## src/rtl/alu_consts.svh

```systemverilog
`ifndef ALU_CONSTS_SVH
`define ALU_CONSTS_SVH

`define NUM_REGS      32
`define REG_IDX_W     5
`define DATA_W        8
`define IO_ADDR_W     6
`define IO_BIT_LAST   6'h1F
`define LOCAL_IO_ADDR 6'h0E
`define W1C_MASK      8'hC0
`define PAIR_BASE     5'h18
`define BYTE_MSB      7
`define NIB_MSB       3
`define FLAG_C        0
`define FLAG_Z        1
`define FLAG_N        2
`define FLAG_V        3
`define FLAG_S        4
`define FLAG_H        5
`define FLAGS_RST     8'h00
`define BYTE_RST      8'h00
`define BYTE_ZERO     8'h00
`define WORD_ZERO     16'h0000
`define BIT_ONE       8'h01

`endif

```

## src/rtl/alu_pkg.sv

```systemverilog
`include "alu_consts.svh"

package alu_pkg;

    typedef enum logic [2:0] {
        op_add,
        op_adc,
        op_word_immediate_add,
        op_set_io_bit,
        op_clear_io_bit
    } op_t;

    typedef enum logic [1:0] {
        st_idle,
        st_word_high,
        st_io_read
    } state_t;

    typedef struct packed {
        logic [`NUM_REGS-1:0][`DATA_W-1:0] regs;
        logic [`DATA_W-1:0]                sreg;
        state_t                            state;
        logic                              ready;
        logic                              done;
        logic                              error;
        logic [`REG_IDX_W-1:0]             pair_lo;
        logic                              low_carry;
        logic                              io_local;
        logic                              io_set;
        logic [2:0]                        io_bit;
        logic                              io_rd_en;
        logic                              io_wr_en;
        logic [`IO_ADDR_W-1:0]             io_addr;
        logic [`DATA_W-1:0]                io_wr_data;
        logic                              lf_wr_en;
        logic [`DATA_W-1:0]                lf_wr_data;
        logic [`DATA_W-1:0]                dbg_data;
    } core_state_t;

    typedef struct packed {
        logic [`DATA_W-1:0] flags;
    } flag_state_t;

endpackage

```

## src/rtl/local_flag_if.sv

```systemverilog
`timescale 1ns/1ps
`include "alu_consts.svh"

interface local_flag_if;
    logic               wr_en;
    logic [`DATA_W-1:0] wr_data;
    logic [`DATA_W-1:0] flags;

    modport core (output wr_en, output wr_data, input flags);
    modport unit (input wr_en, input wr_data, output flags);
endinterface

```

## src/rtl/io_flag_unit.sv

```systemverilog
`timescale 1ns/1ps
`include "alu_consts.svh"

module io_flag_unit #(
    parameter logic [`DATA_W-1:0] W1C_MASK = `W1C_MASK
) (
    input  wire logic               clk_sys,  // Core clock
    input  wire logic               rst_n,    // Async reset, active low
    input  wire logic [`DATA_W-1:0] flag_set, // Event pulses per bit
    local_flag_if.unit              lf        // Write port and flag view
);

    alu_pkg::flag_state_t st_reg;
    alu_pkg::flag_state_t st_next;
    logic [`DATA_W-1:0]   clr_mask;
    logic [`DATA_W-1:0]   plain_bits;

    always_comb
    begin
        st_next    = st_reg;
        clr_mask   = lf.wr_en ? (lf.wr_data & W1C_MASK) : `BYTE_ZERO;
        plain_bits = lf.wr_en ? (lf.wr_data & ~W1C_MASK) : (st_reg.flags & ~W1C_MASK);
        // Event set beats a same-cycle clear
        st_next.flags = plain_bits
                      | (((st_reg.flags & ~clr_mask) | flag_set) & W1C_MASK);
    end

    always_ff @(posedge clk_sys or negedge rst_n)
    begin
        if (!rst_n)
            st_reg <= '{flags: `BYTE_RST};
        else
            st_reg <= st_next;
    end

    assign lf.flags = st_reg.flags;

endmodule // io_flag_unit

```

## src/rtl/add_and_io_bit_alu.sv

```systemverilog
`timescale 1ns/1ps
`include "alu_consts.svh"

module add_and_io_bit_alu #(
    parameter logic [`IO_ADDR_W-1:0] LOCAL_IO_ADDR = `LOCAL_IO_ADDR,
    parameter logic [`DATA_W-1:0]    W1C_MASK      = `W1C_MASK
) (
    input  wire logic                  clk_sys,     // Core clock, 50 MHz
    input  wire logic                  rst_n,       // Async reset, active low
    input  wire logic                  op_valid,    // Operation request
    input  wire alu_pkg::op_t          op_code,     // Operation kind
    input  wire logic [`REG_IDX_W-1:0] op_dst,      // Destination register
    input  wire logic [`REG_IDX_W-1:0] op_src,      // source_register index
    input  wire logic [1:0]            op_pair,     // Pair select, 24..30
    input  wire logic [5:0]            op_imm,      // Word immediate
    input  wire logic [`IO_ADDR_W-1:0] op_io_addr,  // I/O address for bit ops
    input  wire logic [2:0]            op_bit,      // Bit number for bit ops
    output logic                       op_ready,    // Request taken when high
    output logic                       op_done,     // One-cycle completion
    output logic                       op_error,    // One-cycle refusal
    output logic [`DATA_W-1:0]         sreg_out,    // Status flags
    input  wire logic [`REG_IDX_W-1:0] dbg_idx,     // Register view index
    output logic [`DATA_W-1:0]         dbg_data,    // Register view data
    output logic                       io_rd_en,    // External I/O read
    output logic [`IO_ADDR_W-1:0]      io_addr,     // External I/O address
    input  wire logic [`DATA_W-1:0]    io_rd_data,  // External read data
    output logic                       io_wr_en,    // External I/O write
    output logic [`DATA_W-1:0]         io_wr_data,  // External write data
    input  wire logic [`DATA_W-1:0]    flag_set,    // Local flag events
    output logic [`DATA_W-1:0]         local_flags  // Local flag register
);

    alu_pkg::core_state_t st_reg;
    alu_pkg::core_state_t st_next;
    local_flag_if         lf ();

    logic [`DATA_W-1:0]    a;
    logic [`DATA_W-1:0]    b;
    logic [`DATA_W-1:0]    r;
    logic [`DATA_W:0]      sum9;
    logic                  cin;
    logic [`REG_IDX_W-1:0] lo_idx;
    logic [`REG_IDX_W-1:0] hi_idx;
    logic [15:0]           word_res;
    logic [`DATA_W-1:0]    rd_byte;
    wire  [`DATA_W-1:0]    bit_mask;
    logic                  n_f;
    logic                  v_f;
    logic                  h_f;
    logic                  c_f;
    logic                  z_f;

    io_flag_unit #(
        .W1C_MASK (W1C_MASK)
    ) u_flags (
        .clk_sys  (clk_sys),
        .rst_n    (rst_n),
        .flag_set (flag_set),
        .lf       (lf.unit)
    );

    // One-hot select of the bit that a bit op sets or clears
    for (genvar gi = 0; gi < `DATA_W; gi++)
    begin : g_bit_sel
        assign bit_mask[gi] = (st_reg.io_bit == 3'(gi));
    end

    always_comb
    begin
        st_next          = st_reg;
        st_next.done     = 1'b0;
        st_next.error    = 1'b0;
        st_next.io_rd_en = 1'b0;
        st_next.io_wr_en = 1'b0;
        st_next.lf_wr_en = 1'b0;
        a        = `BYTE_ZERO;
        b        = `BYTE_ZERO;
        cin      = 1'b0;
        sum9     = {1'b0, `BYTE_ZERO};
        r        = `BYTE_ZERO;
        // Pairs start at the pair base and step by two registers
        lo_idx   = `REG_IDX_W'(`PAIR_BASE + {op_pair, 1'b0});
        hi_idx   = `REG_IDX_W'(st_reg.pair_lo + 1'b1);
        word_res = `WORD_ZERO;
        rd_byte  = st_reg.io_local ? lf.flags : io_rd_data;
        n_f      = 1'b0;
        v_f      = 1'b0;
        h_f      = 1'b0;
        c_f      = 1'b0;
        z_f      = 1'b0;

        unique case (st_reg.state)
            alu_pkg::st_idle:
            begin
                // Requests wait while a two-cycle op runs
                if (op_valid && st_reg.ready)
                begin
                    unique case (op_code)
                        alu_pkg::op_add,
                        alu_pkg::op_adc:
                        begin
                            a    = st_reg.regs[op_dst];
                            b    = st_reg.regs[op_src];
                            cin  = (op_code == alu_pkg::op_adc) & st_reg.sreg[`FLAG_C];
                            sum9 = {1'b0, a} + {1'b0, b} + {8'h00, cin};
                            r    = sum9[`DATA_W-1:0];
                            n_f  = r[`BYTE_MSB];
                            v_f  = (a[`BYTE_MSB] & b[`BYTE_MSB] & ~r[`BYTE_MSB])
                                 | (~a[`BYTE_MSB] & ~b[`BYTE_MSB] & r[`BYTE_MSB]);
                            h_f  = (a[`NIB_MSB] & b[`NIB_MSB])
                                 | (b[`NIB_MSB] & ~r[`NIB_MSB])
                                 | (~r[`NIB_MSB] & a[`NIB_MSB]);
                            c_f  = sum9[`DATA_W];
                            z_f  = (r == `BYTE_ZERO);
                            st_next.regs[op_dst]    = r;
                            st_next.sreg[`FLAG_H]   = h_f;
                            st_next.sreg[`FLAG_C]   = c_f;
                            st_next.sreg[`FLAG_N]   = n_f;
                            st_next.sreg[`FLAG_V]   = v_f;
                            st_next.sreg[`FLAG_S]   = n_f ^ v_f;
                            st_next.sreg[`FLAG_Z]   = z_f;
                            st_next.done            = 1'b1;
                        end
                        alu_pkg::op_word_immediate_add:
                        begin
                            a    = st_reg.regs[lo_idx];
                            // Low byte now, high byte with its carry on the next edge
                            sum9 = {1'b0, a} + {3'b000, op_imm};
                            st_next.regs[lo_idx] = sum9[`DATA_W-1:0];
                            st_next.low_carry    = sum9[`DATA_W];
                            st_next.pair_lo      = lo_idx;
                            st_next.ready        = 1'b0;
                            st_next.state        = alu_pkg::st_word_high;
                        end
                        alu_pkg::op_set_io_bit,
                        alu_pkg::op_clear_io_bit:
                        begin
                            // Above the low I/O range: refused with no access
                            if (op_io_addr > `IO_BIT_LAST)
                                st_next.error = 1'b1;
                            else
                            begin
                                // The local register never goes out on the I/O strobes
                                st_next.io_local = (op_io_addr == LOCAL_IO_ADDR);
                                st_next.io_set   = (op_code == alu_pkg::op_set_io_bit);
                                st_next.io_bit   = op_bit;
                                st_next.io_addr  = op_io_addr;
                                st_next.io_rd_en = (op_io_addr != LOCAL_IO_ADDR);
                                st_next.ready    = 1'b0;
                                st_next.state    = alu_pkg::st_io_read;
                            end
                        end
                        // Codes outside the set are refused
                        default:
                            st_next.error = 1'b1;
                    endcase
                end
            end
            alu_pkg::st_word_high:
            begin
                // Zero flag covers the whole word, low byte already written
                a        = st_reg.regs[hi_idx];
                r        = `DATA_W'(a + {7'h00, st_reg.low_carry});
                word_res = {r, st_reg.regs[st_reg.pair_lo]};
                n_f      = r[`BYTE_MSB];
                v_f      = ~a[`BYTE_MSB] & r[`BYTE_MSB];
                st_next.regs[hi_idx]  = r;
                st_next.sreg[`FLAG_C] = a[`BYTE_MSB] & ~r[`BYTE_MSB];
                st_next.sreg[`FLAG_N] = n_f;
                st_next.sreg[`FLAG_V] = v_f;
                st_next.sreg[`FLAG_S] = n_f ^ v_f;
                st_next.sreg[`FLAG_Z] = (word_res == `WORD_ZERO);
                st_next.done          = 1'b1;
                st_next.ready         = 1'b1;
                st_next.state         = alu_pkg::st_idle;
            end
            alu_pkg::st_io_read:
            begin
                // The whole byte goes back, so set W1C flags are cleared too, except the bit that a clear op names
                r = st_reg.io_set ? (rd_byte | bit_mask) : (rd_byte & ~bit_mask);
                st_next.io_wr_data = r;
                st_next.lf_wr_data = r;
                st_next.io_wr_en   = ~st_reg.io_local;
                st_next.lf_wr_en   = st_reg.io_local;
                st_next.done       = 1'b1;
                st_next.ready      = 1'b1;
                st_next.state      = alu_pkg::st_idle;
            end
        endcase

        // Register view lags its index by one cycle
        st_next.dbg_data = st_reg.regs[dbg_idx];
    end

    always_ff @(posedge clk_sys or negedge rst_n)
    begin
        if (!rst_n)
        begin
            st_reg            <= '0;
            st_reg.sreg       <= `FLAGS_RST;
            st_reg.state      <= alu_pkg::st_idle;
            // Ready from reset, so the first edge after release can take a request
            st_reg.ready      <= 1'b1;
        end
        else
            st_reg <= st_next;
    end

    // Strobes and pulses are cleared by the defaults, so each lasts one cycle
    assign lf.wr_en    = st_reg.lf_wr_en;
    assign lf.wr_data  = st_reg.lf_wr_data;
    assign op_ready    = st_reg.ready;
    assign op_done     = st_reg.done;
    assign op_error    = st_reg.error;
    assign sreg_out    = st_reg.sreg;
    assign dbg_data    = st_reg.dbg_data;
    assign io_rd_en    = st_reg.io_rd_en;
    assign io_addr     = st_reg.io_addr;
    assign io_wr_en    = st_reg.io_wr_en;
    assign io_wr_data  = st_reg.io_wr_data;
    assign local_flags = lf.flags;

endmodule // add_and_io_bit_alu

```

## config.mk

```make
export PLATFORM = sky130hd
export DESIGN_NAME = add_and_io_bit_alu
export DESIGN_NICKNAME = d
export VERILOG_FILES = /design/src/rtl/alu_pkg.sv /design/src/rtl/local_flag_if.sv /design/src/rtl/io_flag_unit.sv /design/src/rtl/add_and_io_bit_alu.sv
export VERILOG_INCLUDE_DIRS = /design/src /design/src/rtl
export SDC_FILE = /design/constraint.sdc
export NUM_CORES = 1
export LEC_CHECK = 0
export ABC_AREA = 1
export BUFFER_PORTS_ARGS = -buffer_cell sky130_fd_sc_hd__buf_2
export CAP_MARGIN = 20
export CELL_PAD_IN_SITES_DETAIL_PLACEMENT = 2
export CELL_PAD_IN_SITES_GLOBAL_PLACEMENT = 2
export CORE_MARGIN = 1
export CORE_UTILIZATION = 36
export DETAILED_ROUTE_END_ITERATION = 10
export PLACE_DENSITY_LB_ADDON = 0.2
export SYNTH_ARGS = -nofsm -noshare
export SYNTH_HDL_FRONTEND = slang
export SYNTH_SLANG_ARGS = --single-unit
```

## constraint.sdc

```tcl
create_clock -name clk_sys -period 3.8 [get_ports clk_sys]
set_input_delay 0.19 -clock clk_sys [delete_from_list [all_inputs] [get_ports clk_sys]]
set_output_delay 0.19 -clock clk_sys [all_outputs]
set_load 0.01 [all_outputs]
```

After elaboration in Yosys (flattened, before gate mapping)
Cells that the tools add are included.
- register bits after elaboration: 311
- bits of input ports: 54
- logic and storage cells: 179
- $add $sub $neg: 6
- magnitude comparators: 10
- equal/unequal tests: 20
- mux-type cells: 43
- bitwise logic cells: 30
- reduce and logical (&&, ||, !) cells: 20
- operator list (operator ; count):
    case mux 256 bit (2 select lines) ; 2
    bitwise mux 256 bit ; 3
    2-to-1 mux 256 bit ; 1
    binary-select mux 8 bit (select 5 bit) ; 6
    demux 8 bit (select 5 bit) ; 3
    2-to-1 mux 8 bit ; 12
    < comparator 5 x 6 -> 1 bit (second input constant) ; 6
    2-to-1 mux 6 bit ; 4
    2-to-1 mux 22 bit ; 1
    bitwise AND 8 bit ; 2
    zero test 16 bit ; 1
    NOT 8 bit ; 2
    bitwise OR 8 bit ; 2
    == test 3 bit (second input constant) ; 5
    greater-or-equal comparator 5 x 1 -> 1 bit (second input constant) ; 3
    AND reduction 3 bit ; 5
    2-to-1 mux 13 bit ; 1
    == test 3 x 2 -> 1 bit (second input constant) ; 4
    bitwise AND 1 bit ; 10
    case mux 5 bit (2 select lines) ; 1
    adder 8 x 6 -> 9 bit ; 1
    adder 8 x 8 -> 9 bit ; 1
    adder 9 x 1 -> 9 bit ; 1
    2-to-1 mux 9 bit ; 1
    31 further kinds ; 51

Logic depth before layout (Yosys ltp)
- depth in word-level cells: 11
- gate-level depth with buffers: 26

Modules after synthesis
Synthesis repeated with hierarchy kept, for this count alone.
- cells, all modules: 2997
- area total of the unflattened synthesis: 21175.3 um^2
- by module, submodules not included (module ; instances ; cells each ; area an instance (um^2) ; seq. area each (um^2)):
    add_and_io_bit_alu ; 1 ; 2962 ; 20858.8 ; 7533.5
    io_flag_unit ; 1 ; 35 ; 316.6 ; 200.2

Least setup slack after synthesis
No wires, ideal clock.
- path kind: in2reg
- start: input port op_src[0]
- end: register st_reg[112] (netlist bit)
- library setup time: 0.133 ns
- arrival time: 3.778 ns
- path slack: -0.111 ns
- cell stages on the path: 20
- buffers on the path: 5
- cells stage by stage: clkbuf_1 -> inv_1 -> clkbuf_1 -> clkbuf_1 -> nand2_1 -> o211ai_1 -> a21oi_1 -> o311ai_0 -> nand2_1 -> fa_1 -> inv_1 -> nand4_1 -> nand3_1 -> a21oi_1 -> o21ai_0 -> fa_1 -> inv_1 -> clkbuf_1 -> clkbuf_1 -> o21ai_0
- longest elaborated chain between the ends: 8
- RTL lines (what ; line ; source):
    start, declared ; add_and_io_bit_alu.sv:13 ; input wire logic [`REG_IDX_W-1:0] op_src,
    binary-select mux 8 bit (select 5 bit) ; add_and_io_bit_alu.sv:103 ; b = st_reg.regs[op_src];
    2-to-1 mux 8 bit (not written as such) ; add_and_io_bit_alu.sv:103 ;
    adder 8 x 8 -> 9 bit ; add_and_io_bit_alu.sv:105 ; sum9 = {1'b0, a} + {1'b0, b} + {8'h00, cin};
    adder 9 x 1 -> 9 bit ; add_and_io_bit_alu.sv:105 ;
    bitwise mux 256 bit ; add_and_io_bit_alu.sv:115 ; st_next.regs[op_dst] = r;
    case mux 256 bit (2 select lines) ; add_and_io_bit_alu.sv:98 ; unique case (op_code)
    2-to-1 mux 256 bit ; add_and_io_bit_alu.sv:96 ; if (op_valid && st_reg.ready)
    case mux 256 bit (2 select lines) ; add_and_io_bit_alu.sv:92 ; unique case (st_reg.state)
    end signal, assigned ; add_and_io_bit_alu.sv:206 ; st_reg <= st_next;
    end, declared ; add_and_io_bit_alu.sv:33 ; alu_pkg::core_state_t st_reg;
Every way passes these cells. The select of a mux whose other input is x is not followed.
A chain may end at the register's enable or synchronous reset.

Final worst setup path
- start: register st_reg[40] (netlist bit)
- end: register st_reg (netlist bit sreg_out[1])
- longest elaborated chain between the ends: 6
- elaborated cells between the ends (all ways): 8
- those cells by class: add/sub (2); mux (5); reduce/logical (1)
- RTL lines (what ; line ; source):
    adder 5 x 1 -> 5 bit ; add_and_io_bit_alu.sv:83 ; hi_idx = `REG_IDX_W'(st_reg.pair_lo + 1'b1);
    binary-select mux 8 bit (select 5 bit) ; add_and_io_bit_alu.sv:162 ; a = st_reg.regs[hi_idx];
    2-to-1 mux 8 bit (not written as such) ; add_and_io_bit_alu.sv:162 ;
    adder 8 x 1 -> 8 bit ; add_and_io_bit_alu.sv:163 ; r = `DATA_W'(a + {7'h00, st_reg.low_carry});
    zero test 16 bit (no line) * ; -- ;
    case mux 5 bit (2 select lines) * ; add_and_io_bit_alu.sv:92 ;
Every way passes the cells marked *; elsewhere a longest branch is shown, timed or not. The select of a mux whose other input is x is not followed.

==> flow_summary_export.csv <==
group,metric,value,unit
status,outcome,"finished with violations",
status,violations,"setup timing",
detailed_routing,wire_per_inst,34.2,µm
floorplan,initial_core_util,36.6,%
critical_path,reg2regPathDepth,19,
sta,tightest_slew,947,ps
critical_path,r2r-end,"sreg_out[1]",
yosys,seq_area_frac_synth,37.4,%
sta,slew_violations,0,
cells_and_area,largest_reg_flops,267,
place,place_congestion,1.06,
yosys,synthArstFlopShare,100,%
detailed_routing,drtAntennaViolNets,0,
yosys,synth_top_area_share,37.2,%
grt,antenna_found_initial,5,
yosys,yosys-top-cells-area,"dfrtp_1, o21ai_0, nand2_1",
yosys,syn_inst,2948,
grt,grt_max_degree,99,
floorplan,pin_count,97,
worst_hold_path,worstHoldPathCells,5,
detailed_routing,drc,0,
critical_path,start_kind,"flip-flop",
clock_network,cts_max_level,2,
yosys,yosysWarnings,0,
place,io_buffers,88,
place,dp_hpwl,97.5,mm
clock_network,cts_tree,"done",
grt,grtUsageMet1,55.4,%
cells_and_area,nNetsFinal,3444,
sta,finalClockSkew,18.5,ps
floorplan,die_w,242,µm
floorplan,placementRows,87,
power_and_ir_drop,power_leakage,12.4,nW
yosys,yosys_register_bits,309,
yosys,synthTopCellsByCount,"nand2_1, o21ai_0, nor2_1, dfrtp_1, inv_1",
sta,setup_slack,-228,ps
place,dp_cells,4033,
cells_and_area,syn2layout_area_growth,33.3,%
clock_network,clkTransAtPathRegs,70,ps
power_and_ir_drop,ir_worst_vdd,311,µV
grt,use_met2,74.7,%
detailed_routing,drt_iter0_drc,2666,
clock_network,cts_max_path_buffers,3,
yosys,yosysTopAreaCell,"dfrtp_1",
worst_hold_path,min_to,"lf.wr_data[4]",
sta,slew_headroom,36.2,%
clock_network,ctsRootBufferMaster,"clkbuf_16",
clock_network,clock_latency,590,ps
detailed_routing,vias,27400,
flow_run,drv_cap,0,
grt,grt-ovfl-total,0,
grt,grtUsageMet3,10.8,%
worst_hold_path,hold_path_startpoint,"io_rd_data[4]",
yosys,synth.distinct_cells,51,
sta,finalCriticalPeriod,4030,ps
yosys,synth_ff_type,"dfrtp_1",
critical_path,crit_path_max_fanout,25,
critical_path,setup.worst_path.end_class,"flip-flop",
cells_and_area,instances_no_fill,4152,
critical_path,reg2reg_from,"st_reg[40]",
critical_path,worstPathRequired,4280,ps
detailed_routing,vias_per_cell,6.59,
critical_path,critPathArrivalTime,4510,ps
yosys,synth_edf_count,0,
yosys,syn_area,20700,µm²
grt,grt_pass1_vias,29100,
sta,setup_violations,13,
cells_and_area,fill_cells,6368,
grt,grt_use_total,46.0,%
detailed_routing,drt_pass1_iterations,8,
critical_path,r2r_slack,-230,ps
sta,rsz0062_at_grt,"yes",
cells_and_area,layout-drive-gt1-share,24.5,%
sta,final.period_utilization,106,%
sta,hold_viol_final,0,
place,dpl_worst_slack,-694,ps
grt,grt_pass1_wl,200,mm
clock_network,clock-sinks,309,
sta,max_freq,248,MHz
clock_network,numCtsBuffers,40,
grt,busiest_layer,"met2",
yosys,synth_most_common_cell,"nand2_1",
yosys,syn_avg_cell_area,7.02,µm²
critical_path,critPathKind,"flip-flop to flip-flop",
floorplan,die_h,242,µm
power_and_ir_drop,cellPowerDensity,358,nW/µm²
floorplan,die_area,58500,µm²
detailed_routing,drt_wl_total,142,mm
floorplan,core,56600,µm²
worst_hold_path,hp-class,"input pin to flip-flop",
[worst max-delay path, stage by stage (launching register included)]
cell and delay [ps]:
dfrtp_1 420, buf_12 180, nor2_1 290, inv_1 130
o22ai_1 120, a221oi_1 70, o21ai_0 230, ha_1 340
nand4_1 190, nor2_1 160, buf_4 170, inv_1 60
ha_1 280, inv_1 150, nor4_1 280, nand3_1 130
nor2_1 130, nand4_1 110, buf_4 220, a21oi_1 220
[what timing repair did]
| action | 4_1_cts | 5_1_grt |
|---|---|---|
| hold endpoints to repair | 109 | 0 |
| endpoints found under the setup margin | 46 | 114 |
| gates cloned | 0 | 2 |
| gates resized for setup | 41 | 150 |
| pin swaps | 14 | 31 |
| setup buffers | 6 | 19 |
| hold buffers | 17 | 0 |
[kinds of logic after synthesis]
kind of cell | count (synthesis) | synth area share, %
and+or+nand+nor | 1083 | 21.0
AOI/OAI and AO/OA | 1072 | 30.5
DFF | 309 | 37.4
adders and majority gates | 27 | 1.81
muxes | 5 | 0.266
other | 1 | 0.0181
xor gates and xnor gates | 6 | 0.254
buffers and inverters | 445 | 8.81
[layout by cell type, fill, tap and decap left out, types with 18 or more instances in the layout]
master / n
a21oi_1: 114
nand3_1: 76
inv_2: 47
buf_4: 432
buf_2: 85
o21ai_1: 61
a22oi_1: 93
o22ai_1: 93
dfrtp_2: 19
clkbuf_16: 44
o221ai_1: 78
nand2_1: 597
nor2_1: 334
a21oi_2: 18
ha_1: 19
nand4_1: 18
o21ai_0: 501
buf_12: 46
dfrtp_1: 289
inv_1: 161
[per-stage QoR]
step / power, mW / hold WS [ps] / setup TNS [ps] / util, % / instance area (µm²)
2_1_floorplan: 4.14 / -106 / 0 / - / 20700
3_3_place_gp: 5.35 / 299 / -20540 / 44.5 / 25200
3_5_place_dp: 5.41 / 317 / -40440 / 44.5 / 25200
4_1_cts: 9.50 / 0.497 / -7.22 / 47.5 / 26900
5_1_grt: 9.98 / 25.6 / -3470 / 48.7 / 27600
6_report: 9.87 / 18.6 / -848 / 48.7 / 27600
[power breakdown]
group / total (mW) / leakage [nW] / switching (mW) / internal, mW
sequential: 3.30 / 3.82 / 0.00337 / 3.30
clock: 4.15 / 0.663 / 1.76 / 2.39
combinational: 2.42 / 7.90 / 1.59 / 0.821
total: 9.87 / 12.4 / 3.36 / 6.51
[worst max-delay path by stage]
| stage | slack, ps | end | start |
|---|---|---|---|
| after floorplan | 2 | sreg_out[1] | op_src[0] |
| after global placement | -500 | sreg_out[1] | op_src[1] |
| after detailed placement | -690 | sreg_out[1] | op_src[1] |
| after CTS | -6 | sreg_out[3] | st_reg[261] |
| after global routing | -310 | sreg_out[1] | st_reg[261] |
| final | -230 | sreg_out[1] | st_reg[40] |
[layout make-up]
class | instances | area (µm²) | share of cell area [%]
antenna | 2 | 5.00 | 0.0181
clock buffer | 59 | 1190 | 4.33
clock inverter | 14 | 168 | 0.608
inverter | 220 | 837 | 3.04
multi-input combinational | 2195 | 11700 | 42.4
sequential | 309 | 7760 | 28.1
tap | 756 | 946 | 3.43
timing repair buffer | 597 | 4980 | 18.1
[per-layer routing]
layer | up-vias | wire length [µm] | part of all wire [%]
met5 | - | 38 | 0.027
li1 | 11100 | - | -
met3 | 560 | 13200 | 9.3
met1 | 14100 | 53400 | 38
met2 | 1625 | 65400 | 46
met4 | 6 | 10200 | 7.2
Power figures use the tool's default switching activity.
